===== config.mk =====
export PLATFORM = sky130hd
export DESIGN_NAME = gmc_gpio_mode_control
export DESIGN_NICKNAME = d
export VERILOG_FILES = /design/src/gmc_pkg.sv /design/src/gmc_gpio_mode_control.sv
export SDC_FILE = /design/constraint.sdc
export NUM_CORES = 1
export LEC_CHECK = 0
export BUFFER_PORTS_ARGS = -buffer_cell sky130_fd_sc_hd__buf_2
export CAP_MARGIN = 25
export CORE_MARGIN = 4
export CORE_UTILIZATION = 41
export DETAILED_ROUTE_END_ITERATION = 7
export PLACE_DENSITY_LB_ADDON = 0.05
export SETUP_SLACK_MARGIN = 0.1
export SLEW_MARGIN = 20
export SYNTH_ARGS = -nofsm -noshare
export SYNTH_HDL_FRONTEND = slang
export SYNTH_SLANG_ARGS = --single-unit

===== constraint.sdc =====
create_clock -name clk -period 1.4 [get_ports clk]
set_clock_uncertainty 0.2 [all_clocks]
set_input_delay 0.07 -clock clk [delete_from_list [all_inputs] [get_ports clk]]
set_output_delay 0.07 -clock clk [all_outputs]
set_load 0.05 [all_outputs]

===== src/gmc_pkg.sv =====
// gpio_mode_control constants, modes and carrier types.
// assumes a byte-wide host register port in front of the block.
package gmc_pkg;

    // ************************************************************
    // register map
    // ************************************************************
    localparam logic [15:0] GMC_ADDR_SEL0_HI = 16'h00E0;
    localparam logic [15:0] GMC_ADDR_SEL0_LO = 16'h00E1;
    localparam logic [15:0] GMC_ADDR_MODE0   = 16'h00E2;
    localparam logic [15:0] GMC_ADDR_SEL1_HI = 16'h00E3;
    localparam logic [15:0] GMC_ADDR_SEL1_LO = 16'h00E4;
    localparam logic [15:0] GMC_ADDR_OUTVAL  = 16'h00EF;
    localparam logic [15:0] GMC_ADDR_INSTAT  = 16'h0140;

    localparam logic [7:0]  GMC_MODE0_RESET  = 8'h00;
    localparam logic [15:0] GMC_SEL1_RESET   = 16'h0000;

    // ************************************************************
    // field layout
    // ************************************************************
    localparam int GMC_MODE_LSB    = 0;
    localparam int GMC_MODE_MSB    = 2;
    localparam int GMC_SEL_BIT_LSB = 12;
    localparam int GMC_SEL_BIT_MSB = 14;
    localparam int GMC_SEL_PG_LSB  = 8;
    localparam int GMC_SEL_PG_MSB  = 11;
    localparam int GMC_SEL_OFS_LSB = 0;
    localparam int GMC_SEL_OFS_MSB = 6;

    // reserved bits are stored as zero
    localparam logic [7:0]  GMC_MODE_KEEP = 8'h07;
    localparam logic [15:0] GMC_SEL_KEEP  = 16'h7F7F;

    // ************************************************************
    // pin modes
    // ************************************************************
    localparam logic [2:0] GMC_MODE_INPUT   = 3'h0;
    localparam logic [2:0] GMC_MODE_OUTPUT  = 3'h1;
    localparam logic [2:0] GMC_MODE_CONTROL = 3'h2;
    localparam logic [2:0] GMC_MODE_STATUS  = 3'h3;

    // ************************************************************
    // carriers
    // ************************************************************
    typedef struct packed {
        logic        wr;
        logic        rd;
        logic [15:0] addr;
        logic [7:0]  wdata;
    } gmc_host_req_t;

    typedef struct packed {
        logic [2:0] bit_pos;
        logic [3:0] page;
        logic [6:0] offset;
    } gmc_bit_addr_t;

endpackage


===== src/gmc_gpio_mode_control.sv =====
// pin-zero mode logic and pin-one selector register.
// assumes host requests are synchronous to clk; the pin input passes a two-flop synchroniser;
// selector 0, output-value bit and the addressed host bit come from
// the surrounding register map.
`timescale 1ns/1ns

// What this block does
// - mode bits 2:0 of pin-zero mode register pick behaviour; 7:3 reserved
// - mode 000: pin is input, its level reported as input-status bit 0
// - mode 001: pin driven with output-value register bit 0
// - mode 010: on any pin or selected-bit change, apply their OR
// - mode 011: pin continuously mirrors the selected host register bit
// - pin-one selector bits 14:12 hold the bit position
// - pin-one selector bits 11:8 hold the page
// - pin-one selector bits 6:0 hold the offset; bits 15 and 7 reserved
// - page, offset and bit together name exactly one host register bit
// - selector takes effect only in control or status mode
module gmc_gpio_mode_control
    import gmc_pkg::*;
(
    // clock and reset
    input  wire logic          clk,
    input  wire logic          resetn,
    // host register port
    input  wire gmc_host_req_t host_req,
    output logic [7:0]         host_rdata,
    // surrounding register map
    input  wire logic [15:0]   sel0_value,
    input  wire logic          out_value_bit,
    input  wire logic          selected_bit,
    output gmc_bit_addr_t      selected_addr,
    output logic               in_status_bit,
    output logic [15:0]        sel1_value,
    // controlled function
    output logic               ctrl_apply,
    output logic               ctrl_update,
    // general_pin_zero
    input  wire logic          general_pin_zero_i,
    output logic               general_pin_zero_o,
    output logic               general_pin_zero_oe
);

    // ************************************************************
    // registers
    // ************************************************************
    logic [7:0]    mode_reg,   mode_next;
    logic [15:0]   sel1_reg,   sel1_next;
    logic [7:0]    rdata_reg,  rdata_next;
    logic          sync1_reg,  sync2_reg,  pin_prev_reg;
    logic          bit_prev_reg;
    logic          ctrl_reg,   ctrl_next;
    logic          upd_reg,    upd_next;
    logic          pin_o_reg,  pin_o_next;
    logic          pin_oe_reg, pin_oe_next;
    logic          stat_reg,   stat_next;
    gmc_bit_addr_t addr_reg,   addr_next;
    logic [2:0]    mode;
    logic          sel_active;
    logic          change;

    assign mode       = mode_reg[GMC_MODE_MSB:GMC_MODE_LSB];
    assign sel_active = (mode == GMC_MODE_CONTROL) ||
                        (mode == GMC_MODE_STATUS);
    assign change     = (sync2_reg != pin_prev_reg) ||
                        (selected_bit != bit_prev_reg);

    // ************************************************************
    // host register access
    // ************************************************************
    always_comb
    begin
        mode_next  = mode_reg;
        sel1_next  = sel1_reg;
        rdata_next = rdata_reg;
        if (host_req.wr)
        begin
            case (host_req.addr)
                GMC_ADDR_MODE0:
                    mode_next = host_req.wdata & GMC_MODE_KEEP;
                GMC_ADDR_SEL1_HI:
                    sel1_next[15:8] = host_req.wdata &
                                      GMC_SEL_KEEP[15:8];
                GMC_ADDR_SEL1_LO:
                    sel1_next[7:0] = host_req.wdata &
                                     GMC_SEL_KEEP[7:0];
                default: ;
            endcase
        end
        if (host_req.rd)
        begin
            case (host_req.addr)
                GMC_ADDR_MODE0:   rdata_next = mode_reg;
                GMC_ADDR_SEL1_HI: rdata_next = sel1_reg[15:8];
                GMC_ADDR_SEL1_LO: rdata_next = sel1_reg[7:0];
                default:          rdata_next = 8'h00;
            endcase
        end
    end

    // ************************************************************
    // pin behaviour
    // ************************************************************
    always_comb
    begin
        pin_o_next  = 1'b0;
        pin_oe_next = 1'b0;
        stat_next   = stat_reg;
        ctrl_next   = ctrl_reg;
        upd_next    = 1'b0;
        addr_next   = '0;
        if (sel_active)
        begin
            addr_next.bit_pos = sel0_value[GMC_SEL_BIT_MSB:GMC_SEL_BIT_LSB];
            addr_next.page    = sel0_value[GMC_SEL_PG_MSB:GMC_SEL_PG_LSB];
            addr_next.offset  = sel0_value[GMC_SEL_OFS_MSB:GMC_SEL_OFS_LSB];
        end
        case (mode)
            GMC_MODE_INPUT:
                stat_next = sync2_reg;
            GMC_MODE_OUTPUT:
            begin
                pin_o_next  = out_value_bit;
                pin_oe_next = 1'b1;
            end
            GMC_MODE_CONTROL:
            begin
                if (change)
                begin
                    ctrl_next = sync2_reg | selected_bit;
                    upd_next  = 1'b1;
                end
            end
            GMC_MODE_STATUS:
            begin
                pin_o_next  = selected_bit;
                pin_oe_next = 1'b1;
            end
            default:
                stat_next = sync2_reg;
        endcase
    end

    always_ff @(posedge clk or negedge resetn)
    begin
        if (!resetn)
        begin
            mode_reg     <= GMC_MODE0_RESET;
            sel1_reg     <= GMC_SEL1_RESET;
            rdata_reg    <= 8'h00;
            sync1_reg    <= 1'b0;
            sync2_reg    <= 1'b0;
            pin_prev_reg <= 1'b0;
            bit_prev_reg <= 1'b0;
            ctrl_reg     <= 1'b0;
            upd_reg      <= 1'b0;
            pin_o_reg    <= 1'b0;
            pin_oe_reg   <= 1'b0;
            stat_reg     <= 1'b0;
            addr_reg     <= '0;
        end
        else
        begin
            mode_reg     <= mode_next;
            sel1_reg     <= sel1_next;
            rdata_reg    <= rdata_next;
            sync1_reg    <= general_pin_zero_i;
            sync2_reg    <= sync1_reg;
            pin_prev_reg <= sync2_reg;
            bit_prev_reg <= selected_bit;
            ctrl_reg     <= ctrl_next;
            upd_reg      <= upd_next;
            pin_o_reg    <= pin_o_next;
            pin_oe_reg   <= pin_oe_next;
            stat_reg     <= stat_next;
            addr_reg     <= addr_next;
        end
    end

    assign host_rdata          = rdata_reg;
    assign sel1_value          = sel1_reg;
    assign selected_addr       = addr_reg;
    assign in_status_bit       = stat_reg;
    assign ctrl_apply          = ctrl_reg;
    assign ctrl_update         = upd_reg;
    assign general_pin_zero_o  = pin_o_reg;
    assign general_pin_zero_oe = pin_oe_reg;
endmodule // gmc_gpio_mode_control


==> Word level (Yosys, flattened, before mapping) <==
Cells that the tools add are included.
{ "totals": {"regBits": 48, "in_bits": 47, "elab_cells": 39} }
{ "op_classes": {"eq_ne": 8, "n_mux": 6, "bitwise_logic": 1, "reduce_logical": 8} }
{ "ops": {"columns": ["op", "n"], "rows": [
  ["== test 16 x 8 -> 1 bit (second input constant)", 3],
  ["one-hot mux 7 bit (3 select lines)", 1],
  ["2-to-1 mux 14 bit", 1],
  ["AND reduction 2 bit", 4],
  ["== test 3 x 2 -> 1 bit (second input constant)", 2],
  ["== test 3 x 1 -> 1 bit (second input constant)", 1],
  ["2-to-1 mux 1 bit", 3],
  ["OR reduction 3 bit", 1],
  ["logical OR 1 bit", 2],
  ["inequality test 1 bit", 2],
  ["one-hot mux 1 bit (2 select lines)", 1],
  ["OR reduction 2 bit", 1],
  ["OR 1 bit", 1]
]} }

==> Longest topological paths before layout <==
Gate-level depths: netlist (run 1).
{ "depth": {"ltp_word": 4, "depth_mapped": 5, "depth_no_buf": 4} }

==> Least setup slack after synthesis (run 1) <==
OpenSTA, ideal clock, no wires.
{ "synth_timing": {"kind": "in2reg", "startpoint": "input port host_req[10] (netlist name)", "endpoint": "register sel1_reg[10] (netlist: sel1_value[10])", "setup_ps": 125, "arrival_time_ps": 1063, "required_time_ps": 1075, "setup_slack_ps": 12, "path_stages": 5, "cell_sequence": "and2b_2 > and2_1 > buf_2 > nand3_4 > mux2_2"} }
{ "synth_between": {"elab_chain_len": 2} }
{ "synth_rtl": {"columns": ["element", "line", "rtl"], "rows": [
  ["start: declaration", "gmc_gpio_mode_control.sv:25", "input wire gmc_host_req_t host_req,"],
  ["== test 16 x 8 -> 1 bit", "gmc_gpio_mode_control.sv:77", "case (host_req.addr)"],
  ["AND reduction 2 bit (no source line)", null, null],
  ["end signal: assignment", "gmc_gpio_mode_control.sv:164", "sel1_reg <= sel1_next;"],
  ["end: declaration", "gmc_gpio_mode_control.sv:47", "logic [15:0] sel1_reg, sel1_next;"]
]} }
No other way between the ends.
A chain may end at the register's enable or synchronous reset.

==> Worst setup path in the final report (run 1) <==
{ "layout_timing": {"startpoint": "register mode_reg[2]", "endpoint": "register stat_reg (netlist: in_status_bit)"} }
{ "layout_between": {"elab_chain_len": 2, "elab_cells_between_ends": 4} }
{ "layout_rtl": {"columns": ["element", "line", "rtl"], "rows": [
  ["start: declaration", "gmc_gpio_mode_control.sv:46", "logic [7:0] mode_reg, mode_next;"],
  ["start signal: assignment", "gmc_gpio_mode_control.sv:163", "mode_reg <= mode_next;"],
  ["== test 3 x 2 -> 1 bit or == test 3 x 1 -> 1 bit (tied branches)", "gmc_gpio_mode_control.sv:117", "case (mode)"],
  ["OR reduction 3 bit (no source line) (*)", null, null],
  ["end signal: assignment", "gmc_gpio_mode_control.sv:174", "stat_reg <= stat_next;"],
  ["end: declaration", "gmc_gpio_mode_control.sv:55", "logic stat_reg, stat_next;"]
]} }
Mark *: on every way between the ends. The rest lies on a longest branch, timed or not.

==> results of run 1 <==
power groups by stage:
stage,sequential [mW],clock [mW],combinational (mW)
2_1_floorplan,1.40,0,0.0556
3_3_place_gp,1.39,0,0.161
3_5_place_dp,1.40,0,0.165
4_1_cts,1.37,0.841,0.226
5_1_grt,1.37,0.895,0.255
6_report,1.37,0.814,0.232
final timing paths:
path,end,from,slack (ps)
worst max register to register,in_status_bit,mode_reg[2],40
worst max-delay path,in_status_bit,mode_reg[2],40
max in group asynchronous,sel1_value[2],resetn,620
min in group asynchronous,host_rdata[3],resetn,100
worst min-delay path,host_rdata[1],host_req[8],-6
worst min register to register,sync2_reg,sync1_reg,160
cell type report:
cell class,count,area (µm²)
clock inverter,1,5.00
clock buffer,7,86.3
timing repair buffer,124,798
sequential,47,1180
tap,52,65.1
fill,369,1520
multi-input combinational,76,697
inverter,8,30.0
synth_stat cells (all sizes together):
| master | number | area, µm² |
|---|---|---|
| dfrtp | 47 | 1180 |
| mux2 | 18 | 206 |
| and2 | 15 | 93.8 |
| inv | 8 | 30.0 |
| a22oi | 7 | 52.6 |
| o22ai | 7 | 43.8 |
| buf | 5 | 38.8 |
| nor2 | 4 | 15.0 |
| a2bb2oi | 3 | 26.3 |
| and2b | 3 | 23.8 |
| nor2b | 3 | 18.8 |
| clkbuf | 2 | 7.51 |
| mux2i | 2 | 20.0 |
| nand3 | 2 | 35.0 |
| xor2 | 2 | 17.5 |
| and4 | 1 | 8.76 |
| and4b | 1 | 11.3 |
| conb | 1 | 3.75 |
| nand2 | 1 | 3.75 |
| nand4b | 1 | 23.8 |
| nor3 | 1 | 5.00 |
| nor3b | 1 | 7.51 |
| nor4 | 1 | 6.26 |
cell usage in the layout (no fill, tap or decap), types with 3 or more instances in the layout:
cell type / Yosys / final
mux2_2: 16 / 14
o22ai_1: 7 / 7
nor2b_1: 3 / 3
inv_1: 8 / 8
nor2_1: 4 / 3
dlygate4sd3_1: 0 / 26
mux2_4: 1 / 4
buf_2: 1 / 82
dfrtp_1: 47 / 44
buf_4: 3 / 14
a22oi_1: 7 / 4
a2bb2oi_2: 0 / 3
clkbuf_8: 0 / 6
conb_1: 1 / 3
dfrtp_2: 0 / 3
and2_1: 15 / 15
a22oi_2: 0 / 3
per-layer routing:
layer	GRT usage [%]	up-vias
li1	-	716
met1	20.2	701
met2	29.9	57
met3	4.62	9
met4	6.99	0
met5	0	-
stage by stage:
step | cell area [µm²] | instances
after floorplan | 1910 | 138
after global placement | 2430 | 279
after detailed placement | 2430 | 279
after CTS | 2820 | 315
after global routing | 2860 | 315
final | 2860 | 315
kinds of logic after synthesis:
kind of cell              count (synthesis)  synth area share [%]
xor gates and xnor gates                  2                 0.934
AOI/OAI and AO/OA                        17                  6.54
muxes                                    20                  12.1
buffers and inverters                    15                  4.07
and+or+nand+nor                          34                  13.5
DFF                                      47                  62.7
other                                     1                 0.200
worst max-delay path, stage by stage (launching register included):
cell and delay, ps:
dfrtp_1 360, and2b_2 260, nor2_2 120, mux2_4 300
repair_timing:
action	CTS	global route
cloned	0	0
endpoints found under the setup margin	4	24
gates resized for setup	6	7
pin swaps	1	4
buffers inserted	2	0
hold endpoints to repair	89	0
hold buffers	26	0
==> results_dict.tcl, run 1 <==
set metrics [dict create \
    outcome "finished with violations" \
    failed_checks "hold timing" \
    ys_warn_count 0 \
    critPathCaptureType "flop" \
    firstDrtPassIters 4 \
    die_w_um 75.6 \
    vias 1483 \
    start_util_pct 42.8 \
    cellLeakagePower_nw 1.55 \
    postLayoutSetupSlackWorst_ps 44.0 \
    grt_pass1_vias 1533 \
    power_density_nw_per_um2 844 \
    wire_per_inst_um 14.8 \
    seq_area_frac_synth_pct 62.7 \
    power_frac_clock_pct 33.7 \
    dr_wl_met2_um 2430 \
    finalCritPeriodShare_pct 96.9 \
    finalPower_mw 2.41 \
    fp-row-count 24 \
    met3WireLength_um 334 \
    finalSetupViolations 0 \
    worstPathMaxFanout 4 \
    drive_above_1_share_pct 53.6 \
    critPathKind "flop to flop" \
    htreeDepth 2 \
    highest_layer "met4" \
    io_pins 90 \
    viasPerCell 4.71 \
    portBuffers 83 \
    switching_share_pct 22.0 \
    grt_first_pass_wirelength_um 7230 \
    yosysUniqueCellTypes 28 \
    syn_avg_cell_area_um2 13.8 \
    r2r_cells 3 \
    synth_seq_cells 47 \
    drc 0 \
    rsz0062_at_grt "true" \
    hold_slack_ps -6.31 \
    ant_nets 0 \
    hold_depth 3 \
    chipHeight_um 75.6 \
    intPower_mw 1.88 \
    grt_antenna_before_repair 0 \
    grt_usage_pct 17.2 \
    report.final.hold_viol_count 1 \
    power.switching_uw 532 \
    comb_power_share_pct 9.6 \
    cp.arrival_ps 1340 \
    gp_congestion 0.749 \
    core_region_area_um2 4380 \
    cp-start-kind "flop" \
    dpl.hpwl_um 3390 \
    wirelength_um 4660 \
    slew_viol_final 0 \
    post-place-ws_ps -200 \
    synthCells 136 \
    grt_max_degree 26 \
    final_nets 309 \
    overflow 0 \
    synth_area_um2 1880 \
    cp.required_ps 1390 \
    clockBufferDepth 2 \
    peakVddDrop_v 0.000503 \
    min_path_type "input pin to flop" \
    drt_iter0_drc 81 \
    drt-met1-wl_um 1810 \
    antenna-diode-count 0 \
    cts.sinks 47 \
    syn_to_final_growth_pct 52.6 \
    dieArea_um2 5720 \
    finish.utilization_pct 65.3 \
    cts_buffers 5 \
    cap_viol_max_count 0 \
    cts-root-buf "clkbuf_8" \
    insertion_delay_ps 290 \
    pwr-share-seq_pct 56.7 \
    finalCriticalPeriod_ps 1360 \
    clk_pin_slew_ps 80 \
    setup_tns_ps 0 \
    cts_tree "yes" \
    max_freq_ghz 0.737 \
]
Note: power is estimated with default switching activity, not from simulation.
==> inputs of run 2 (changes only) <==
--- a/config.mk
+++ b/config.mk
@@ -8,7 +8,8 @@
 export BUFFER_PORTS_ARGS = -buffer_cell sky130_fd_sc_hd__buf_2
 export CAP_MARGIN = 25
 export CORE_MARGIN = 4
-export CORE_UTILIZATION = 41
+export CORE_UTILIZATION = 43
+export CTS_BUF_LIST = sky130_fd_sc_hd__clkbuf_8
 export DETAILED_ROUTE_END_ITERATION = 7
 export PLACE_DENSITY_LB_ADDON = 0.05
 export SETUP_SLACK_MARGIN = 0.1
==> results_dict.tcl, run 2 (synthesis gave the netlist of run 1 again) <==
set metrics [dict create \
    outcome "finished with violations" \
    failed_checks "hold timing" \
    grt_antenna_before_repair 0 \
    grt_max_degree 27 \
    io_pins 90 \
    gp_congestion 0.780 \
    multi_input_area_um2 697 \
    antenna-diode-count 0 \
    setup_tns_ps 0 \
    finish.utilization_pct 70.6 \
    fp-row-count 23 \
    fin_area_um2 2910 \
    finalCriticalPeriod_ps 1380 \
    met1_usage_pct 23.9 \
    cts_tree "yes" \
    grt_use_met2_pct 30.7 \
    mostFrequentLayoutCells "82 x buf_2, 43 x dfrtp_1, 27 x dlygate4sd3_1" \
    seqCellArea_um2 1180 \
    place_area_um2 2430 \
    dieArea_um2 5480 \
    cts_buffers 5 \
    cp-start-kind "flop" \
    die_w_um 74.0 \
    slew_viol_final 0 \
    firstDrtPassIters 4 \
    drc 0 \
    post-place-ws_ps -179 \
    nFillCells 286 \
    overflow 0 \
    final_nets 310 \
    max_freq_ghz 0.726 \
    wire_per_inst_um 14.9 \
    vias 1512 \
    grt_first_pass_wirelength_um 7670 \
    critPathCaptureType "flop" \
    start_util_pct 45.6 \
    postLayoutSetupSlackWorst_ps 23.4 \
    critPathKind "flop to flop" \
    wirelength_um 4690 \
    clk_pin_slew_ps 90 \
    viasPerCell 4.82 \
    final_cells 314 \
    drt_iter0_drc 58 \
    worstPathMaxFanout 3 \
    finalSetupViolations 0 \
    core_region_area_um2 4120 \
    cts.sinks 47 \
    finalCritPeriodShare_pct 98.3 \
    chipHeight_um 74.0 \
    insertion_delay_ps 290 \
    power_density_nw_per_um2 902 \
    ant_nets 0 \
    grt_pass1_vias 1615 \
    cts-root-buf "clkbuf_8" \
    cellLeakagePower_nw 1.56 \
    dpl.hpwl_um 3420 \
    grt_usage_pct 18.2 \
    cp.arrival_ps 1360 \
    syn_to_final_growth_pct 54.9 \
    grt_busiest_layer "met2" \
    peakVddDrop_v 0.000509 \
    min_path_type "input pin to flop" \
    finalPower_mw 2.62 \
    grtUsageMet3_pct 4.46 \
    cp.required_ps 1390 \
    mostFrequentLayoutCell "buf_2" \
    cap_viol_max_count 0 \
    portBuffers 83 \
    report.final.hold_viol_count 1 \
    dp_cells 275 \
    htreeDepth 2 \
    clockBufferDepth 2 \
    drive_above_1_share_pct 54.2 \
    rsz0062_at_grt "true" \
    hold_slack_ps -3.59 \
]
-- run 2: worst max-delay path, cell delays in order, from the launching register on --
cell and delay [ps]:
dfrtp_1 380, and2b_2 250, nor2_2 130, mux2_4 310
-- run 2: layer usage --
layer | vias to the layer above | part of all wire [%]
met5 | - | 0
met4 | 0 | 0.90
met3 | 7 | 9.7
met2 | 71 | 46
met1 | 715 | 43
li1 | 719 | -
-- run 2: area by class of cell --
class	count	area share (%)
Clock buffer	6	2.84
Clock inverter	2	1.21
Inverter	8	1.03
Multi-Input combinational cell	76	24.0
Sequential cell	47	40.7
Tap cell	50	2.15
Timing Repair Buffer	125	28.1
-- run 2: worst paths after layout --
kind / start / endpoint / slack [ps] / cells after the start
hold / removal: host_req[8] / host_rdata[2] / -4 / 3
max in group asynchronous: resetn / sel1_value[4] / 520 / 3
setup / recovery: mode_reg[2] / in_status_bit / 20 / 3
min in group asynchronous: resetn / bit_prev_reg / 20 / 2
setup reg to reg: mode_reg[2] / in_status_bit / 20 / 3
hold reg to reg: sync1_reg / sync2_reg / 150 / 0
-- run 2: what timing repair did --
item                                    4_1_cts  5_1_grt
hold endpoints to repair                     89        0
resized for setup                             6        8
endpoints found under the setup margin        3       26
hold buffers                                 27        0
pin swaps                                     1        3
buffers inserted                              2        2
-- run 2: power by group --
part	total (mW)	switching, mW	leakage (nW)	internal (mW)
Clock	1.01	0.437	0.0612	0.578
Combinational	0.240	0.115	0.868	0.125
Sequential	1.37	0.00326	0.633	1.36
